==> src/verilog/dapd_pkg.sv <==
// Constants and types for the address and periodic mode command decoder.
//=============================================================================
// Overview of operation
// - Global address write: address zero, write code.
// - Accepted global write loads low data nibble.
// - Global write reply carries the new address.
// - Reply upper byte holds register at next address.
// - Reply lower byte holds address register after write.
// - Periodic entry code 1011, sixteen zero data bits.
// - Own address entry: enable, switch, reply.
// - Global address entry: enable, switch, no reply.
// - Entry for other addresses is discarded.
// - Entry reply: chip time bits, bit seven set.
// - Periodic active on enable; diagnostics need both.
// - No diagnostics: reply only to broadcast read.
// - Diagnostics: reply to broadcast read or nibble.
// - Broadcast read or non-nibble length resets accumulator.
// - Diagnostic command after eight nibbles and valid.
// - Assembled command passes the normal integrity check.
// - Broadcast read needs no check, any value.
// - Global write only while node address zero.
//=============================================================================
package dapd_pkg;

  // Frame layout of a full 32-bit command.
  localparam int          FRAME_W      = 32;
  localparam int          LEN_W        = 6;
  localparam int          ADDR_MSB     = 31;
  localparam int          ADDR_LSB     = 28;
  localparam int          CODE_MSB     = 27;
  localparam int          CODE_LSB     = 24;
  localparam int          DATA_MSB     = 23;
  localparam int          DATA_LSB     = 8;
  localparam int          CRC_W        = 8;
  localparam int          CHECKED_W    = 24;

  // Command lengths in bits.
  localparam logic [5:0]  LEN_FULL     = 6'h20;
  localparam logic [5:0]  LEN_BCAST    = 6'h01;
  localparam logic [5:0]  LEN_NIBBLE   = 6'h04;

  // Addresses and command codes.
  localparam logic [3:0]  ADDR_GLOBAL  = 4'h0;
  localparam logic [3:0]  CODE_WRITE   = 4'h8;
  localparam logic [3:0]  CODE_ENTER   = 4'hb;
  localparam logic [7:0]  REG_NODE     = 8'h11;
  localparam logic [7:0]  NODE_RESET   = 8'h00;
  localparam logic [15:0] ENTER_DATA   = 16'h0000;
  localparam logic [4:0]  ENTER_PAD_HI = 5'h00;
  localparam logic [7:0]  ENTER_LO     = 8'h80;

  // Integrity check polynomial and seed.
  localparam logic [7:0]  CRC_POLY     = 8'h2f;
  localparam logic [7:0]  CRC_SEED     = 8'hff;

  // Diagnostic fragment gathering.
  localparam int          NIB_W        = 4;
  localparam logic [2:0]  NIB_LAST     = 3'h7;
  localparam logic [2:0]  NIB_ZERO     = 3'h0;

  // Operating modes, one-hot.
  typedef enum logic [1:0] {
    DAPD_CMD_RESP = 2'b01,
    DAPD_PERIODIC = 2'b10
  } dapd_mode_t;

endpackage

==> src/verilog/dapd_decoder.sv <==
// Command decoder for address assignment and periodic collection mode.
module dapd_decoder
  import dapd_pkg::*;
(
  // Clock and reset
  input  wire logic               clk_sys_i,
  input  wire logic               sys_rst_i,
  // Received command from the symbol decoder
  input  wire logic               cmd_valid_i,
  input  wire logic [LEN_W-1:0]   cmd_len_i,
  input  wire logic [FRAME_W-1:0] cmd_data_i,
  // Settings held elsewhere in the device
  input  wire logic               diag_mode_enable_i,
  input  wire logic [2:0]         chip_time_bits_i,
  input  wire logic [7:0]         next_reg_byte_i,
  // Command and response replies
  output logic                    reply_valid_o,
  output logic [23:0]             reply_frame_o,
  // Periodic replies and assembled diagnostic commands
  output logic                    periodic_reply_o,
  output logic                    diag_cmd_valid_o,
  output logic [FRAME_W-1:0]      diag_cmd_o,
  // State
  output logic                    periodic_mode_enable_o,
  output logic                    background_diag_mode_o,
  output logic [7:0]              node_physical_address_o
);

  //===========================================================================
  // Integrity check
  function automatic logic [7:0] crc_of(input logic [FRAME_W-1:0] f);
    logic [7:0] c;
    logic       fb;
    c  = CRC_SEED;
    fb = 1'b0;
    for (int i = FRAME_W - 1; i >= CRC_W; i--)
    begin
      fb = c[7] ^ f[i];
      c  = {c[6:0], 1'b0} ^ (fb ? CRC_POLY : 8'h00);
    end
    return c;
  endfunction

  //===========================================================================
  // Frame field decode
  logic [3:0]       f_addr;
  logic [3:0]       f_code;
  logic [15:0]      f_data;
  logic             f_crc_ok;
  logic             full_frame;
  logic             mode_cr;
  logic             mode_pd;
  logic             glob_write;
  logic             enter_own;
  logic             enter_glob;
  logic             nibble;
  logic             bcast;
  logic             diag_on;
  logic [FRAME_W-1:0] assembled;
  logic             asm_crc_ok;
  dapd_mode_t       mode_reg;
  logic [7:0]       node_reg;
  logic [2:0]       nib_cnt_reg;
  logic [FRAME_W-1:0] nib_acc_reg;

  assign f_addr     = cmd_data_i[ADDR_MSB:ADDR_LSB];
  assign f_code     = cmd_data_i[CODE_MSB:CODE_LSB];
  assign f_data     = cmd_data_i[DATA_MSB:DATA_LSB];
  assign f_crc_ok   = (crc_of(cmd_data_i) == cmd_data_i[CRC_W-1:0]);
  assign full_frame = cmd_valid_i && (cmd_len_i == LEN_FULL)
                      && f_crc_ok;
  assign mode_cr    = (mode_reg == DAPD_CMD_RESP);
  assign mode_pd    = (mode_reg == DAPD_PERIODIC);

  assign glob_write = full_frame && mode_cr
                      && (f_addr == ADDR_GLOBAL)
                      && (f_code == CODE_WRITE)
                      && (f_data[15:8] == REG_NODE)
                      && (node_reg[3:0] == ADDR_GLOBAL);

  assign enter_own  = full_frame && mode_cr
                      && (f_code == CODE_ENTER) && (f_data == ENTER_DATA)
                      && (f_addr == node_reg[3:0])
                      && (f_addr != ADDR_GLOBAL);
  assign enter_glob = full_frame && mode_cr
                      && (f_code == CODE_ENTER) && (f_data == ENTER_DATA)
                      && (f_addr == ADDR_GLOBAL);

  assign diag_on    = mode_pd && diag_mode_enable_i;
  assign bcast      = cmd_valid_i && mode_pd
                      && (cmd_len_i == LEN_BCAST);
  assign nibble     = cmd_valid_i && diag_on && (cmd_len_i == LEN_NIBBLE);
  assign assembled  = {nib_acc_reg[FRAME_W-NIB_W-1:0],
                       cmd_data_i[NIB_W-1:0]};
  assign asm_crc_ok = (crc_of(assembled) == assembled[CRC_W-1:0]);

  //===========================================================================
  // Operating mode
  always_ff @(posedge clk_sys_i)
  begin
    if (sys_rst_i)
      mode_reg <= DAPD_CMD_RESP;
    else if (enter_own || enter_glob)
      mode_reg <= DAPD_PERIODIC;
  end

  always_ff @(posedge clk_sys_i)
  begin
    if (sys_rst_i)
    begin
      periodic_mode_enable_o <= 1'b0;
      background_diag_mode_o <= 1'b0;
    end
    else
    begin
      periodic_mode_enable_o <= mode_pd || enter_own || enter_glob;
      background_diag_mode_o <= diag_on;
    end
  end

  //===========================================================================
  // Node address register
  always_ff @(posedge clk_sys_i)
  begin
    if (sys_rst_i)
      node_reg <= NODE_RESET;
    else if (glob_write)
      node_reg <= {4'h0, f_data[3:0]};
  end

  assign node_physical_address_o = node_reg;

  //===========================================================================
  // Command and response replies
  always_ff @(posedge clk_sys_i)
  begin
    if (sys_rst_i)
    begin
      reply_valid_o <= 1'b0;
      reply_frame_o <= 24'h000000;
    end
    else
    begin
      reply_valid_o <= glob_write || enter_own;
      if (glob_write)
        reply_frame_o <= {f_data[3:0], CODE_WRITE,
                          next_reg_byte_i,
                          4'h0, f_data[3:0]};
      else if (enter_own)
        reply_frame_o <= {node_reg[3:0], CODE_ENTER,
                          ENTER_PAD_HI, chip_time_bits_i,
                          ENTER_LO};
    end
  end

  //===========================================================================
  // Diagnostic fragment accumulator
  always_ff @(posedge clk_sys_i)
  begin
    if (sys_rst_i || !diag_on)
    begin
      nib_cnt_reg <= NIB_ZERO;
      nib_acc_reg <= '0;
    end
    else if (nibble)
    begin
      nib_cnt_reg <= nib_cnt_reg + 3'h1;
      nib_acc_reg <= assembled;
    end
    else if (cmd_valid_i)
    begin
      nib_cnt_reg <= NIB_ZERO;
      nib_acc_reg <= '0;
    end
  end

  //===========================================================================
  // Periodic and diagnostic replies
  always_ff @(posedge clk_sys_i)
  begin
    if (sys_rst_i)
    begin
      periodic_reply_o <= 1'b0;
      diag_cmd_valid_o <= 1'b0;
      diag_cmd_o       <= '0;
    end
    else
    begin
      periodic_reply_o <= bcast || nibble;
      diag_cmd_valid_o <= nibble && (nib_cnt_reg == NIB_LAST)
                          && asm_crc_ok;
      if (nibble && (nib_cnt_reg == NIB_LAST))
        diag_cmd_o <= assembled;
    end
  end

  //===========================================================================
  // Checks
  addr_write_a: assert property (
    @(posedge clk_sys_i) disable iff (sys_rst_i)
    glob_write |=> node_reg == {4'h0, $past(f_data[3:0])})
    else $error("Address write did not load new address.");

  addr_hold_a: assert property (
    @(posedge clk_sys_i) disable iff (sys_rst_i)
    (node_reg[3:0] != ADDR_GLOBAL) |=> $stable(node_reg))
    else $error("Node address changed after assignment.");

  write_reply_a: assert property (
    @(posedge clk_sys_i) disable iff (sys_rst_i)
    glob_write |=> reply_valid_o
      && reply_frame_o[23:20] == node_reg[3:0]
      && reply_frame_o[7:0] == node_reg)
    else $error("Address write reply is wrong.");

  next_byte_a: assert property (
    @(posedge clk_sys_i) disable iff (sys_rst_i)
    glob_write |=> reply_frame_o[15:8] == $past(next_reg_byte_i))
    else $error("Reply upper byte is not the next register.");

  enter_reply_a: assert property (
    @(posedge clk_sys_i) disable iff (sys_rst_i)
    enter_own |=> reply_valid_o && periodic_mode_enable_o
      && reply_frame_o[15:0] == {5'h00, $past(chip_time_bits_i), 8'h80})
    else $error("Addressed entry reply is wrong.");

  global_quiet_a: assert property (
    @(posedge clk_sys_i) disable iff (sys_rst_i)
    enter_glob |=> !reply_valid_o && periodic_mode_enable_o)
    else $error("Global entry answered or failed to switch.");

  other_addr_a: assert property (
    @(posedge clk_sys_i) disable iff (sys_rst_i)
    (cmd_valid_i && !periodic_mode_enable_o
      && cmd_data_i[CODE_MSB:CODE_LSB] == CODE_ENTER
      && cmd_data_i[ADDR_MSB:ADDR_LSB] != ADDR_GLOBAL
      && cmd_data_i[ADDR_MSB:ADDR_LSB] != node_physical_address_o[3:0])
      |=> !reply_valid_o && !periodic_mode_enable_o)
    else $error("Entry for another node had an effect.");

  bad_frame_a: assert property (
    @(posedge clk_sys_i) disable iff (sys_rst_i)
    (cmd_valid_i && cmd_len_i == LEN_FULL && !f_crc_ok)
      |=> !reply_valid_o && $stable(node_reg)
        && $stable(periodic_mode_enable_o))
    else $error("Frame with failed check had an effect.");

  mode_stay_a: assert property (
    @(posedge clk_sys_i) disable iff (sys_rst_i)
    periodic_mode_enable_o |=> periodic_mode_enable_o)
    else $error("Periodic mode left without reset.");

  diag_gate_a: assert property (
    @(posedge clk_sys_i) disable iff (sys_rst_i)
    background_diag_mode_o |-> periodic_mode_enable_o)
    else $error("Diagnostic mode active outside periodic mode.");

  bcast_reply_a: assert property (
    @(posedge clk_sys_i) disable iff (sys_rst_i)
    (cmd_valid_i && cmd_len_i == LEN_BCAST && periodic_mode_enable_o)
      |=> periodic_reply_o)
    else $error("Broadcast read got no periodic reply.");

  nib_reply_a: assert property (
    @(posedge clk_sys_i) disable iff (sys_rst_i)
    (cmd_valid_i && cmd_len_i == LEN_NIBBLE && periodic_mode_enable_o
      && diag_mode_enable_i) |=> periodic_reply_o)
    else $error("Fragment got no periodic reply.");

  nib_quiet_a: assert property (
    @(posedge clk_sys_i) disable iff (sys_rst_i)
    (cmd_valid_i && cmd_len_i == LEN_NIBBLE && !diag_mode_enable_i)
      |=> !periodic_reply_o)
    else $error("Fragment answered with diagnostics off.");

  pd_frame_a: assert property (
    @(posedge clk_sys_i) disable iff (sys_rst_i)
    (cmd_valid_i && cmd_len_i == LEN_FULL && periodic_mode_enable_o)
      |=> !reply_valid_o && !periodic_reply_o)
    else $error("Full frame answered in periodic mode.");

  pd_reply_a: assert property (
    @(posedge clk_sys_i) disable iff (sys_rst_i)
    periodic_reply_o |-> $past(mode_pd) && $past(cmd_valid_i)
      && ($past(cmd_len_i) == LEN_BCAST
        || ($past(cmd_len_i) == LEN_NIBBLE && $past(diag_on))))
    else $error("Periodic reply without a qualifying command.");

  acc_reset_a: assert property (
    @(posedge clk_sys_i) disable iff (sys_rst_i)
    (cmd_valid_i && cmd_len_i != LEN_NIBBLE) |=> nib_cnt_reg == NIB_ZERO)
    else $error("Accumulator not reset.");

  diag_eight_a: assert property (
    @(posedge clk_sys_i) disable iff (sys_rst_i)
    diag_cmd_valid_o |-> $past(nib_cnt_reg) == NIB_LAST
      && crc_of(diag_cmd_o) == diag_cmd_o[7:0])
    else $error("Diagnostic command without eight valid nibbles.");

  cov_glob_write_c: cover property (@(posedge clk_sys_i) glob_write);
  cov_enter_own_c: cover property (@(posedge clk_sys_i) enter_own);
  cov_enter_glob_c: cover property (@(posedge clk_sys_i) enter_glob);
  cov_diag_c: cover property (@(posedge clk_sys_i) diag_cmd_valid_o);
  cov_bcast_c: cover property (@(posedge clk_sys_i) bcast && !diag_on);

endmodule

==> config.mk <==
export PLATFORM = sky130hd
export DESIGN_NAME = dapd_decoder
export DESIGN_NICKNAME = d
export VERILOG_FILES = /design/src/verilog/dapd_pkg.sv /design/src/verilog/dapd_decoder.sv
export SDC_FILE = /design/constraint.sdc
export NUM_CORES = 1
export LEC_CHECK = 0
export BUFFER_PORTS_ARGS = -buffer_cell sky130_fd_sc_hd__buf_2
export CAP_MARGIN = 0
export CORE_MARGIN = 1.5
export CORE_UTILIZATION = 55
export DETAILED_ROUTE_END_ITERATION = 8
export PLACE_DENSITY = 0.78
export SETUP_SLACK_MARGIN = 0.15
export SKIP_LAST_GASP = 1
export SLEW_MARGIN = 20
export SYNTH_ARGS = -nofsm -noshare
export SYNTH_HDL_FRONTEND = slang
export SYNTH_SLANG_ARGS = --single-unit
export TNS_END_PERCENT = 20
==> constraint.sdc <==
create_clock -name clk_sys_i -period 5.45 [get_ports clk_sys_i]
set_input_delay 0.8175 -clock clk_sys_i [delete_from_list [all_inputs] [get_ports clk_sys_i]]
set_output_delay 0.8175 -clock clk_sys_i [all_outputs]
set_load 0.02 [all_outputs]
# After elaboration in Yosys (flattened, before gate mapping)
# Cells that the tools add are included.
dict set report op_classes {
  n_addsub 1
  mul 0
  div_mod_pow 0
  n_lt_le_gt_ge 0
  eq_ne 12
  n_shift 0
  muxes 54
  bitwise 94
  reduce_logical 33
}
# op count
set op_table {}
lappend op_table {{8-bit by 6-bit XOR with 8-bit output} 46}
lappend op_table {{6-bit 2-to-1 mux} 48}
lappend op_table {{28-bit 2-to-1 mux} 2}
lappend op_table {{24-bit 2-to-1 mux} 2}
lappend op_table {{1-bit XOR} 46}
lappend op_table {{1-bit logical AND} 19}
lappend op_table {{8-bit equality test} 2}
lappend op_table {{16-bit zero test} 1}
lappend op_table {{5-bit NOT with 7-bit output} 2}
lappend op_table {{4-bit equality test (second input constant)} 2}
lappend op_table {{8-bit by 5-bit equality test with 1-bit output (second input constant)} 1}
lappend op_table {{4-bit zero test} 2}
lappend op_table {{6-bit by 1-bit equality test with 1-bit output (second input constant)} 1}
lappend op_table {{6-bit by 3-bit equality test with 1-bit output (second input constant)} 1}
lappend op_table {{6-bit equality test (second input constant)} 1}
lappend op_table {{1-bit logical OR} 6}
lappend op_table {{3-bit 2-to-1 mux} 2}
lappend op_table {{4-bit equality test} 1}
lappend op_table {{2-bit nonzero test} 2}
lappend op_table {{4-bit nonzero test} 1}
lappend op_table {{3-bit by 1-bit adder with 3-bit output (second input constant)} 1}
lappend op_table {{3-bit equality test (second input constant)} 1}
lappend op_table {{2-bit by 1-bit equality test with 1-bit output (second input constant)} 1}
lappend op_table {{2-bit equality test (second input constant)} 1}
lappend op_table {{other kinds (2)} 2}
dict set report totals {
  register_bits 92
  latchBits 0
  mem_bits_rw 0
  romBits 0
  in_bits 53
  out_inout_bits 69
  elab_cells 206
  n_memories 0
}

# Depth between registers and ports, before layout
dict set report depth {
  depth_word 80
  mapped_depth 12
  ltp_nobuf 11
}

# Worst setup path before layout
# Ideal clock, no wire load.
dict set report synth_timing {
  path_type {in2reg}
  start {in cmd_data_i[30]}
  end {reg reply_frame_o[14]}
  setup_time_ns 0.070
  arrival_time_ns 4.015
  required_ns 5.380
  setup_slack_ns 1.365
  path_stages 12
  path_buffers 1
  cell_sequence {inv_1 -> ha_1 -> xnor3_2 -> xnor2_4 -> xor2_2 -> xnor3_1 -> or3_1 -> a211oi_2 -> nor2_2 -> buf_6 -> or4b_1 -> a21oi_1}
}
dict set report synth_between {
  elab_chain_cells 47
}
# item line
set synth_lines {}
lappend synth_lines {{from (decl)} dapd_decoder.sv:11} ;# input wire logic [FRAME_W-1:0] cmd_data_i,
lappend synth_lines {{1-bit XOR} dapd_decoder.sv:38} ;# fb = c[7] ^ f[i];
lappend synth_lines {{6-bit 2-to-1 mux} dapd_decoder.sv:39} ;# c = {c[6:0], 1'b0} ^ (fb ? CRC_POLY : 8'h00);
lappend synth_lines {{8-bit by 6-bit XOR with 8-bit output (3 in a row)} dapd_decoder.sv:39}
lappend synth_lines {{1-bit XOR} dapd_decoder.sv:38}
lappend synth_lines {{6-bit 2-to-1 mux} dapd_decoder.sv:39}
lappend synth_lines {{8-bit by 6-bit XOR with 8-bit output (3 in a row)} dapd_decoder.sv:39}
lappend synth_lines {{1-bit XOR} dapd_decoder.sv:38}
lappend synth_lines {{6-bit 2-to-1 mux} dapd_decoder.sv:39}
lappend synth_lines {{[... 27 more ...]} --}
lappend synth_lines {{8-bit equality test} dapd_decoder.sv:69} ;# assign f_crc_ok = (crc_of(cmd_data_i) == cmd_data_i[CRC_W-1:0]);
lappend synth_lines {{1-bit logical AND} dapd_decoder.sv:71} ;# && f_crc_ok;
lappend synth_lines {{1-bit logical AND} {dapd_decoder.sv:75, dapd_decoder.sv:81}}
lappend synth_lines {{1-bit logical AND (on tied branches)} {dapd_decoder.sv:76, dapd_decoder.sv:82}}
lappend synth_lines {{1-bit logical AND (on tied branches)} {dapd_decoder.sv:77, dapd_decoder.sv:82}}
lappend synth_lines {{1-bit logical AND (on tied branches)} {dapd_decoder.sv:78, dapd_decoder.sv:83}}
lappend synth_lines {{1-bit logical AND (on tied branches)} {dapd_decoder.sv:79, dapd_decoder.sv:84}}
lappend synth_lines {{24-bit 2-to-1 mux or 2-bit nonzero test (tied branches)} --}
lappend synth_lines {{to (signal assigned)} dapd_decoder.sv:146} ;# reply_frame_o <= {f_data[3:0], CODE_WRITE,
lappend synth_lines {{to (signal assigned)} dapd_decoder.sv:150} ;# reply_frame_o <= {node_reg[3:0], CODE_ENTER,
lappend synth_lines {{to (decl)} dapd_decoder.sv:18} ;# output logic [23:0] reply_frame_o,
# Parallel ways exist; a longest one is shown, timed or not.
# A chain may end at the register's enable or synchronous reset.

# Worst setup path in the final report
dict set report layout_timing {
  start {in cmd_data_i[30]}
  end {reg node_reg[3], in the netlist node_physical_address_o[3]}
}
dict set report layout_between {
  elab_chain_cells 46
}
# item line
set layout_lines {}
lappend layout_lines {{1-bit XOR} dapd_decoder.sv:38}
lappend layout_lines {{6-bit 2-to-1 mux} dapd_decoder.sv:39}
lappend layout_lines {{8-bit by 6-bit XOR with 8-bit output (3 in a row)} dapd_decoder.sv:39}
lappend layout_lines {{1-bit XOR} dapd_decoder.sv:38}
lappend layout_lines {{6-bit 2-to-1 mux} dapd_decoder.sv:39}
lappend layout_lines {{8-bit by 6-bit XOR with 8-bit output (3 in a row)} dapd_decoder.sv:39}
lappend layout_lines {{1-bit XOR} dapd_decoder.sv:38}
lappend layout_lines {{6-bit 2-to-1 mux} dapd_decoder.sv:39}
lappend layout_lines {{[... 25 more ...]} --}
lappend layout_lines {{8-bit by 6-bit XOR with 8-bit output (2 in a row)} dapd_decoder.sv:39}
lappend layout_lines {{8-bit equality test} dapd_decoder.sv:69}
lappend layout_lines {{1-bit logical AND} dapd_decoder.sv:71}
lappend layout_lines {{1-bit logical AND} dapd_decoder.sv:75} ;# assign glob_write = full_frame && mode_cr
lappend layout_lines {{1-bit logical AND *} dapd_decoder.sv:76} ;# && (f_addr == ADDR_GLOBAL)
lappend layout_lines {{1-bit logical AND *} dapd_decoder.sv:77} ;# && (f_code == CODE_WRITE)
lappend layout_lines {{1-bit logical AND *} dapd_decoder.sv:78} ;# && (f_data[15:8] == REG_NODE)
lappend layout_lines {{1-bit logical AND *} dapd_decoder.sv:79} ;# && (node_reg[3:0] == ADDR_GLOBAL);
lappend layout_lines {{to (signal assigned)} dapd_decoder.sv:128} ;# node_reg <= {4'h0, f_data[3:0]};
lappend layout_lines {{to (decl)} dapd_decoder.sv:62} ;# logic [7:0] node_reg;
# Every way passes the cells marked *; elsewhere a longest branch is shown, timed or not.

==> results.md <==
Routing:
- After the first detailed-routing iteration, the DRC count stood at 161.
- After detailed routing, the number of remaining DRC violations is 0.
- The iteration count of the initial detailed-routing pass is 5.
- Across all layers, the routed design uses 4598 vias.
- The detail route stage leaves a number of antenna-violating nets equal to 0.
- The total routed wirelength is 13.2 mm.
- The routed length per placed instance is 16.0 um.
- The average via count per standard cell is 5.57.

Place:
- Counting tap cells, the placed design contains a total of 809 instances.
- In this run the cell area measured after placement is 0.00609 mm2.
- The global placer's final weighted congestion is 0.920.
- The placed wire-length estimate is 10.0 mm.
- The port buffer count is 113.

Global routing:
- The total track usage is 25.5%.
- The wire length of the first global-routing pass is 20.8 mm.
- The met1 usage is 30.4%.
- The number of global-route vias before repair came to 4230.
- The remaining global-route overflow is 0.
- The initial antenna violation count is 1.
- The pin count of the biggest net entering global routing is 61.
- The layer flagged by global routing as most heavily used is met2.
- In the global route stage, met2 resource usage came out at 46.2%.
- Global routing consumed, on the met3 layer, 4.57% of the routing resources.

Synth:
- The parity-gate share of the synthesized area counting xor and xnor cells is 31.2%.
- The library cell with the largest summed area after synthesis is sky130_fd_sc_hd__dfxtp_1.
- The complex-gate fraction of the synthesized area is 13.6%.
- After synthesis, the share of cell area in mux cells is 0.566%.
- The sequential cell area fraction in the yosys report is 33.3%.
- Counting every instance in the synthesized netlist gives 601.
- After synthesis, the mean cell area works out to 9.20 um2.
- Counting flops and latches in the post-synthesis netlist gives 92.
- The basic-gate share of the synthesized area counting and, or, nand and nor cells is 15.2%.
- The async set or reset register ratio after synthesis is 0%.
- The number of enable-type register cells in the synthesized netlist is 0.
- In the synthesized netlist the dominant register cell turns out to be sky130_fd_sc_hd__dfxtp_1.
- The synthesized netlist occupies a cell area of 0.00553 mm2.
- In the synthesized netlist, the cells that appear most often are 92 x sky130_fd_sc_hd__dfxtp_1, 85 x sky130_fd_sc_hd__xnor2_1, 73 x sky130_fd_sc_hd__nand2_1.
- The most common cell in the synthesized netlist is sky130_fd_sc_hd__dfxtp_1.
- The share of the synthesized area in the top cell type is 33.3%.
- By area, the combinational part of the netlist is dominated by XOR/XNOR gates.
- The distinct cell type count of the synthesized netlist is 54.
- Ranked by total cell area, the synthesized netlist is headed by sky130_fd_sc_hd__dfxtp_1 33%, sky130_fd_sc_hd__xnor2_1 13%, sky130_fd_sc_hd__xnor3_1 9.4%, sky130_fd_sc_hd__nand2_1 5.0%, sky130_fd_sc_hd__a21oi_1 4.6%.
- The total number of yosys warnings is 0.
- The post-synthesis share of cell area spent on full adders, half adders and majority gates is 0.679%.

Timing:
- In this run the tightest slew margin relative to its limit is 29.5%.
- Dividing the final minimum period by the clock period gives 78.3%.
- At the pin with the least slew margin, the transition time is 1.06 ns.
- The routed design could run at a clock period as short as 4.27 ns.
- The final max-slew violation count is 0.
- Setup repair after global routing left no endpoint under its margin.
- Between clock sinks in the finished design, the worst skew comes to 0.00627 ns.
- The top achievable clock speed is 234 MHz.
- The hold violation total from the final report is 0.
- The worst slack on hold paths is 0.456 ns.
- The total setup violations reported at the end of the flow is 0.
- The sum of negative setup slack is 0 ns.

Critical path:
- The cell at the slowest stage of the critical path is sky130_fd_sc_hd__or4b_1.
- The worst setup path is captured at a flop.
- For the worst setup path, the data required time is 5.72 ns.
- The sum of buffers and inverters on the critical path is 2.
- Traced cell by cell, the critical path runs through buf_2 > inv_1 > ha_1 > xnor2_2 > xnor3_1 > xor3_1 > xnor2_1 > xnor3_1 > nor3_1 > o21ai_2 > or4b_1 > a21oi_1.
- The worst setup path is launched from an input pin.
- The source of the worst register-to-register timing path is nib_acc_reg[24].
- The number of cells traversed by the worst register-to-register path is 8.
- For the worst setup path, the data arrival time is 4.54 ns.
- Of all nets on the critical path, the largest fanout is 28.
- The kind of cell with the highest combined delay along the critical path is XOR/XNOR gates.
- The end of the worst register-to-register path is diag_cmd_valid_o.
- The most frequent cell on the critical path is sky130_fd_sc_hd__xnor3_1.
- The worst setup path is of the in -> reg kind.
- The longest individual stage delay on the worst path is 0.63 ns.
- The setup check on the worst reg-to-reg path leaves a slack of 1.99 ns.

Min path:
- The count of cells along the worst hold path is 2.
- The launch point of the worst hold path is diag_cmd_o[6].
- The min-delay analysis places its worst path in the category reg -> reg.
- For hold timing, the worst endpoint is diag_cmd_o[6].

Finish:
- The final layout net count is 743.
- Relative to the synthesized area, the layout overhead comes to 14.1%.
- The post-route cell area is 0.00631 mm2.
- Fill cells in the final layout number 855.
- The flip-flop count of the largest register, all copies and words added is 32.
- The finished layout holds 826 standard cells, fillers aside.
- The fraction of final layout cells with drive strength greater than 1 is 21.2%.

CTS:
- The H-tree was split into 3 levels.
- The clock tree root driver cell is sky130_fd_sc_hd__clkbuf_8.
- TritonCTS built the clock tree.
- The CTS clock-pin slew for the worst setup and hold paths is 0.09 ns.
- Hold repair after CTS inserted 0 buffers.
- The clock latency reported for the late side of the worst-skew pair is 0.35 ns.
- The clock net in this run drives a total of 92 sinks.
- The maximum number of buffers from clock root to sink is 2.
- In this run, CTS created clock tree buffers numbering 9.
- The buffer count from post-CTS setup fixing is 0.
- The post-cts sizing count is 0.

Pwr:
- For this design the ratio of total power to cell area is 292 mW/mm2.
- For this design the static power due to leakage is 2.55 nW.
- The largest voltage drop on the vdd net is 0.163 mV.

Floorplan:
- Once the floorplan was initialized, standard cells occupied 56.5% of the core.
- The number of cell rows is 36.
- The height of the die is 103 um.
- The area of the die is 0.0107 mm2.
- During I/O placement, the number of pins put on the boundary was 122.
- The area of the core is 0.00977 mm2.
- The chip width is 103 um.

Outcome:
- The flow ran to the end, and the final reports show no timing, DRC or antenna violations.

Flow run:
- The tool flagged a number of max-cap violations equal to 0.
## area by class of cell
type	count	area [um2]	area share, %
multi-input cells	449	3420	54.2
flip-flops and latches	92	1840	29.2
repair buffers	116	588	9.33
well taps	133	166	2.64
clock buffers	11	131	2.08
clock inverters	5	83.8	1.33
inverters	19	71.3	1.13
diodes	1	2.50	0.0397
## kinds of logic (layout without fill, tap and decap cells)
family | Yosys count | in the layout
adder cells (fa/ha/maj) | 3 | 3
XOR/XNOR | 143 | 143
multiplexers | 3 | 3
buffers and inverters | 67 | 151
other | 1 | 9
AND/OR/NAND/NOR | 173 | 173
AO/OA/AOI/OAI | 119 | 119
flip-flops | 92 | 92
## worst max-delay path by stage
| stage | slack [ns] | to | startpoint | cells past startpoint |
|---|---|---|---|---|
| final | 1.18 | node_physical_address_o[3] | cmd_data_i[30] | 12 |
| after global routing | 0.95 | reply_frame_o[9] | cmd_data_i[30] | 12 |
| after CTS | 1.21 | node_physical_address_o[3] | cmd_data_i[30] | 12 |
| after detailed placement | 0.87 | node_physical_address_o[3] | cmd_data_i[30] | 12 |
| after global placement | 0.98 | reply_frame_o[21] | cmd_data_i[30] | 12 |
| after floorplan | 1.36 | reply_frame_o[14] | cmd_data_i[30] | 12 |
## power breakdown
part / leakage (nW) / switching (W) / total [W] / internal [W]
Combinational: 1.71 / 0.000332 / 0.000672 / 0.000340
Clock: 0.100 / 0.000238 / 0.000498 / 0.000261
Sequential: 0.741 / 0.000000000000898 / 0.000671 / 0.000671
Total: 2.55 / 0.000570 / 0.00184 / 0.00127
## routing by layer
metal  vias to the layer above  share of wire (%)
li1                       2206                  -
met1                      2199                 40
met2                       172                 53
met3                        21                5.7
met4                         0                1.7
met5                         -                  0
## tightest hold or removal path, cell delays in order, from the launching register on
cell                      delay (ns)
sky130_fd_sc_hd__dfxtp_1        0.32
sky130_fd_sc_hd__nand2_1        0.05
sky130_fd_sc_hd__a21oi_1        0.05
## cell usage in the layout, fill, tap and decap left out, drive strengths merged, types with 2 or more instances in the layout
cell type,count
or2,3
nor4b,5
nand4,2
a22oi,33
dfxtp,92
or4b,10
or3,4
ha,3
o22a,3
xor3,7
xor2,25
and4b,2
nor3,11
nand3,8
conb,8
inv,20
clkinvlp,2
clkbuf,11
mux2i,2
nor2,39
a21oi,51
o21ba,2
a2111oi,2
bufinv,2
xnor3,24
nand2,73
nor4,8
and2,4
buf,116
xnor2,87
o21ai,17
a211oi,6
## through the flow
stage	setup WS [ns]	utilization, %	total power, W
6_report	1.18	64.5	0.00184
5_1_grt	0.950	64.5	0.00194
4_1_cts	1.21	64.5	0.00185
3_5_place_dp	0.873	62.3	0.00136
3_3_place_gp	0.984	62.3	0.00134
2_1_floorplan	1.36	-	0.00125
Note: power is estimated with default switching activity, not from simulation.
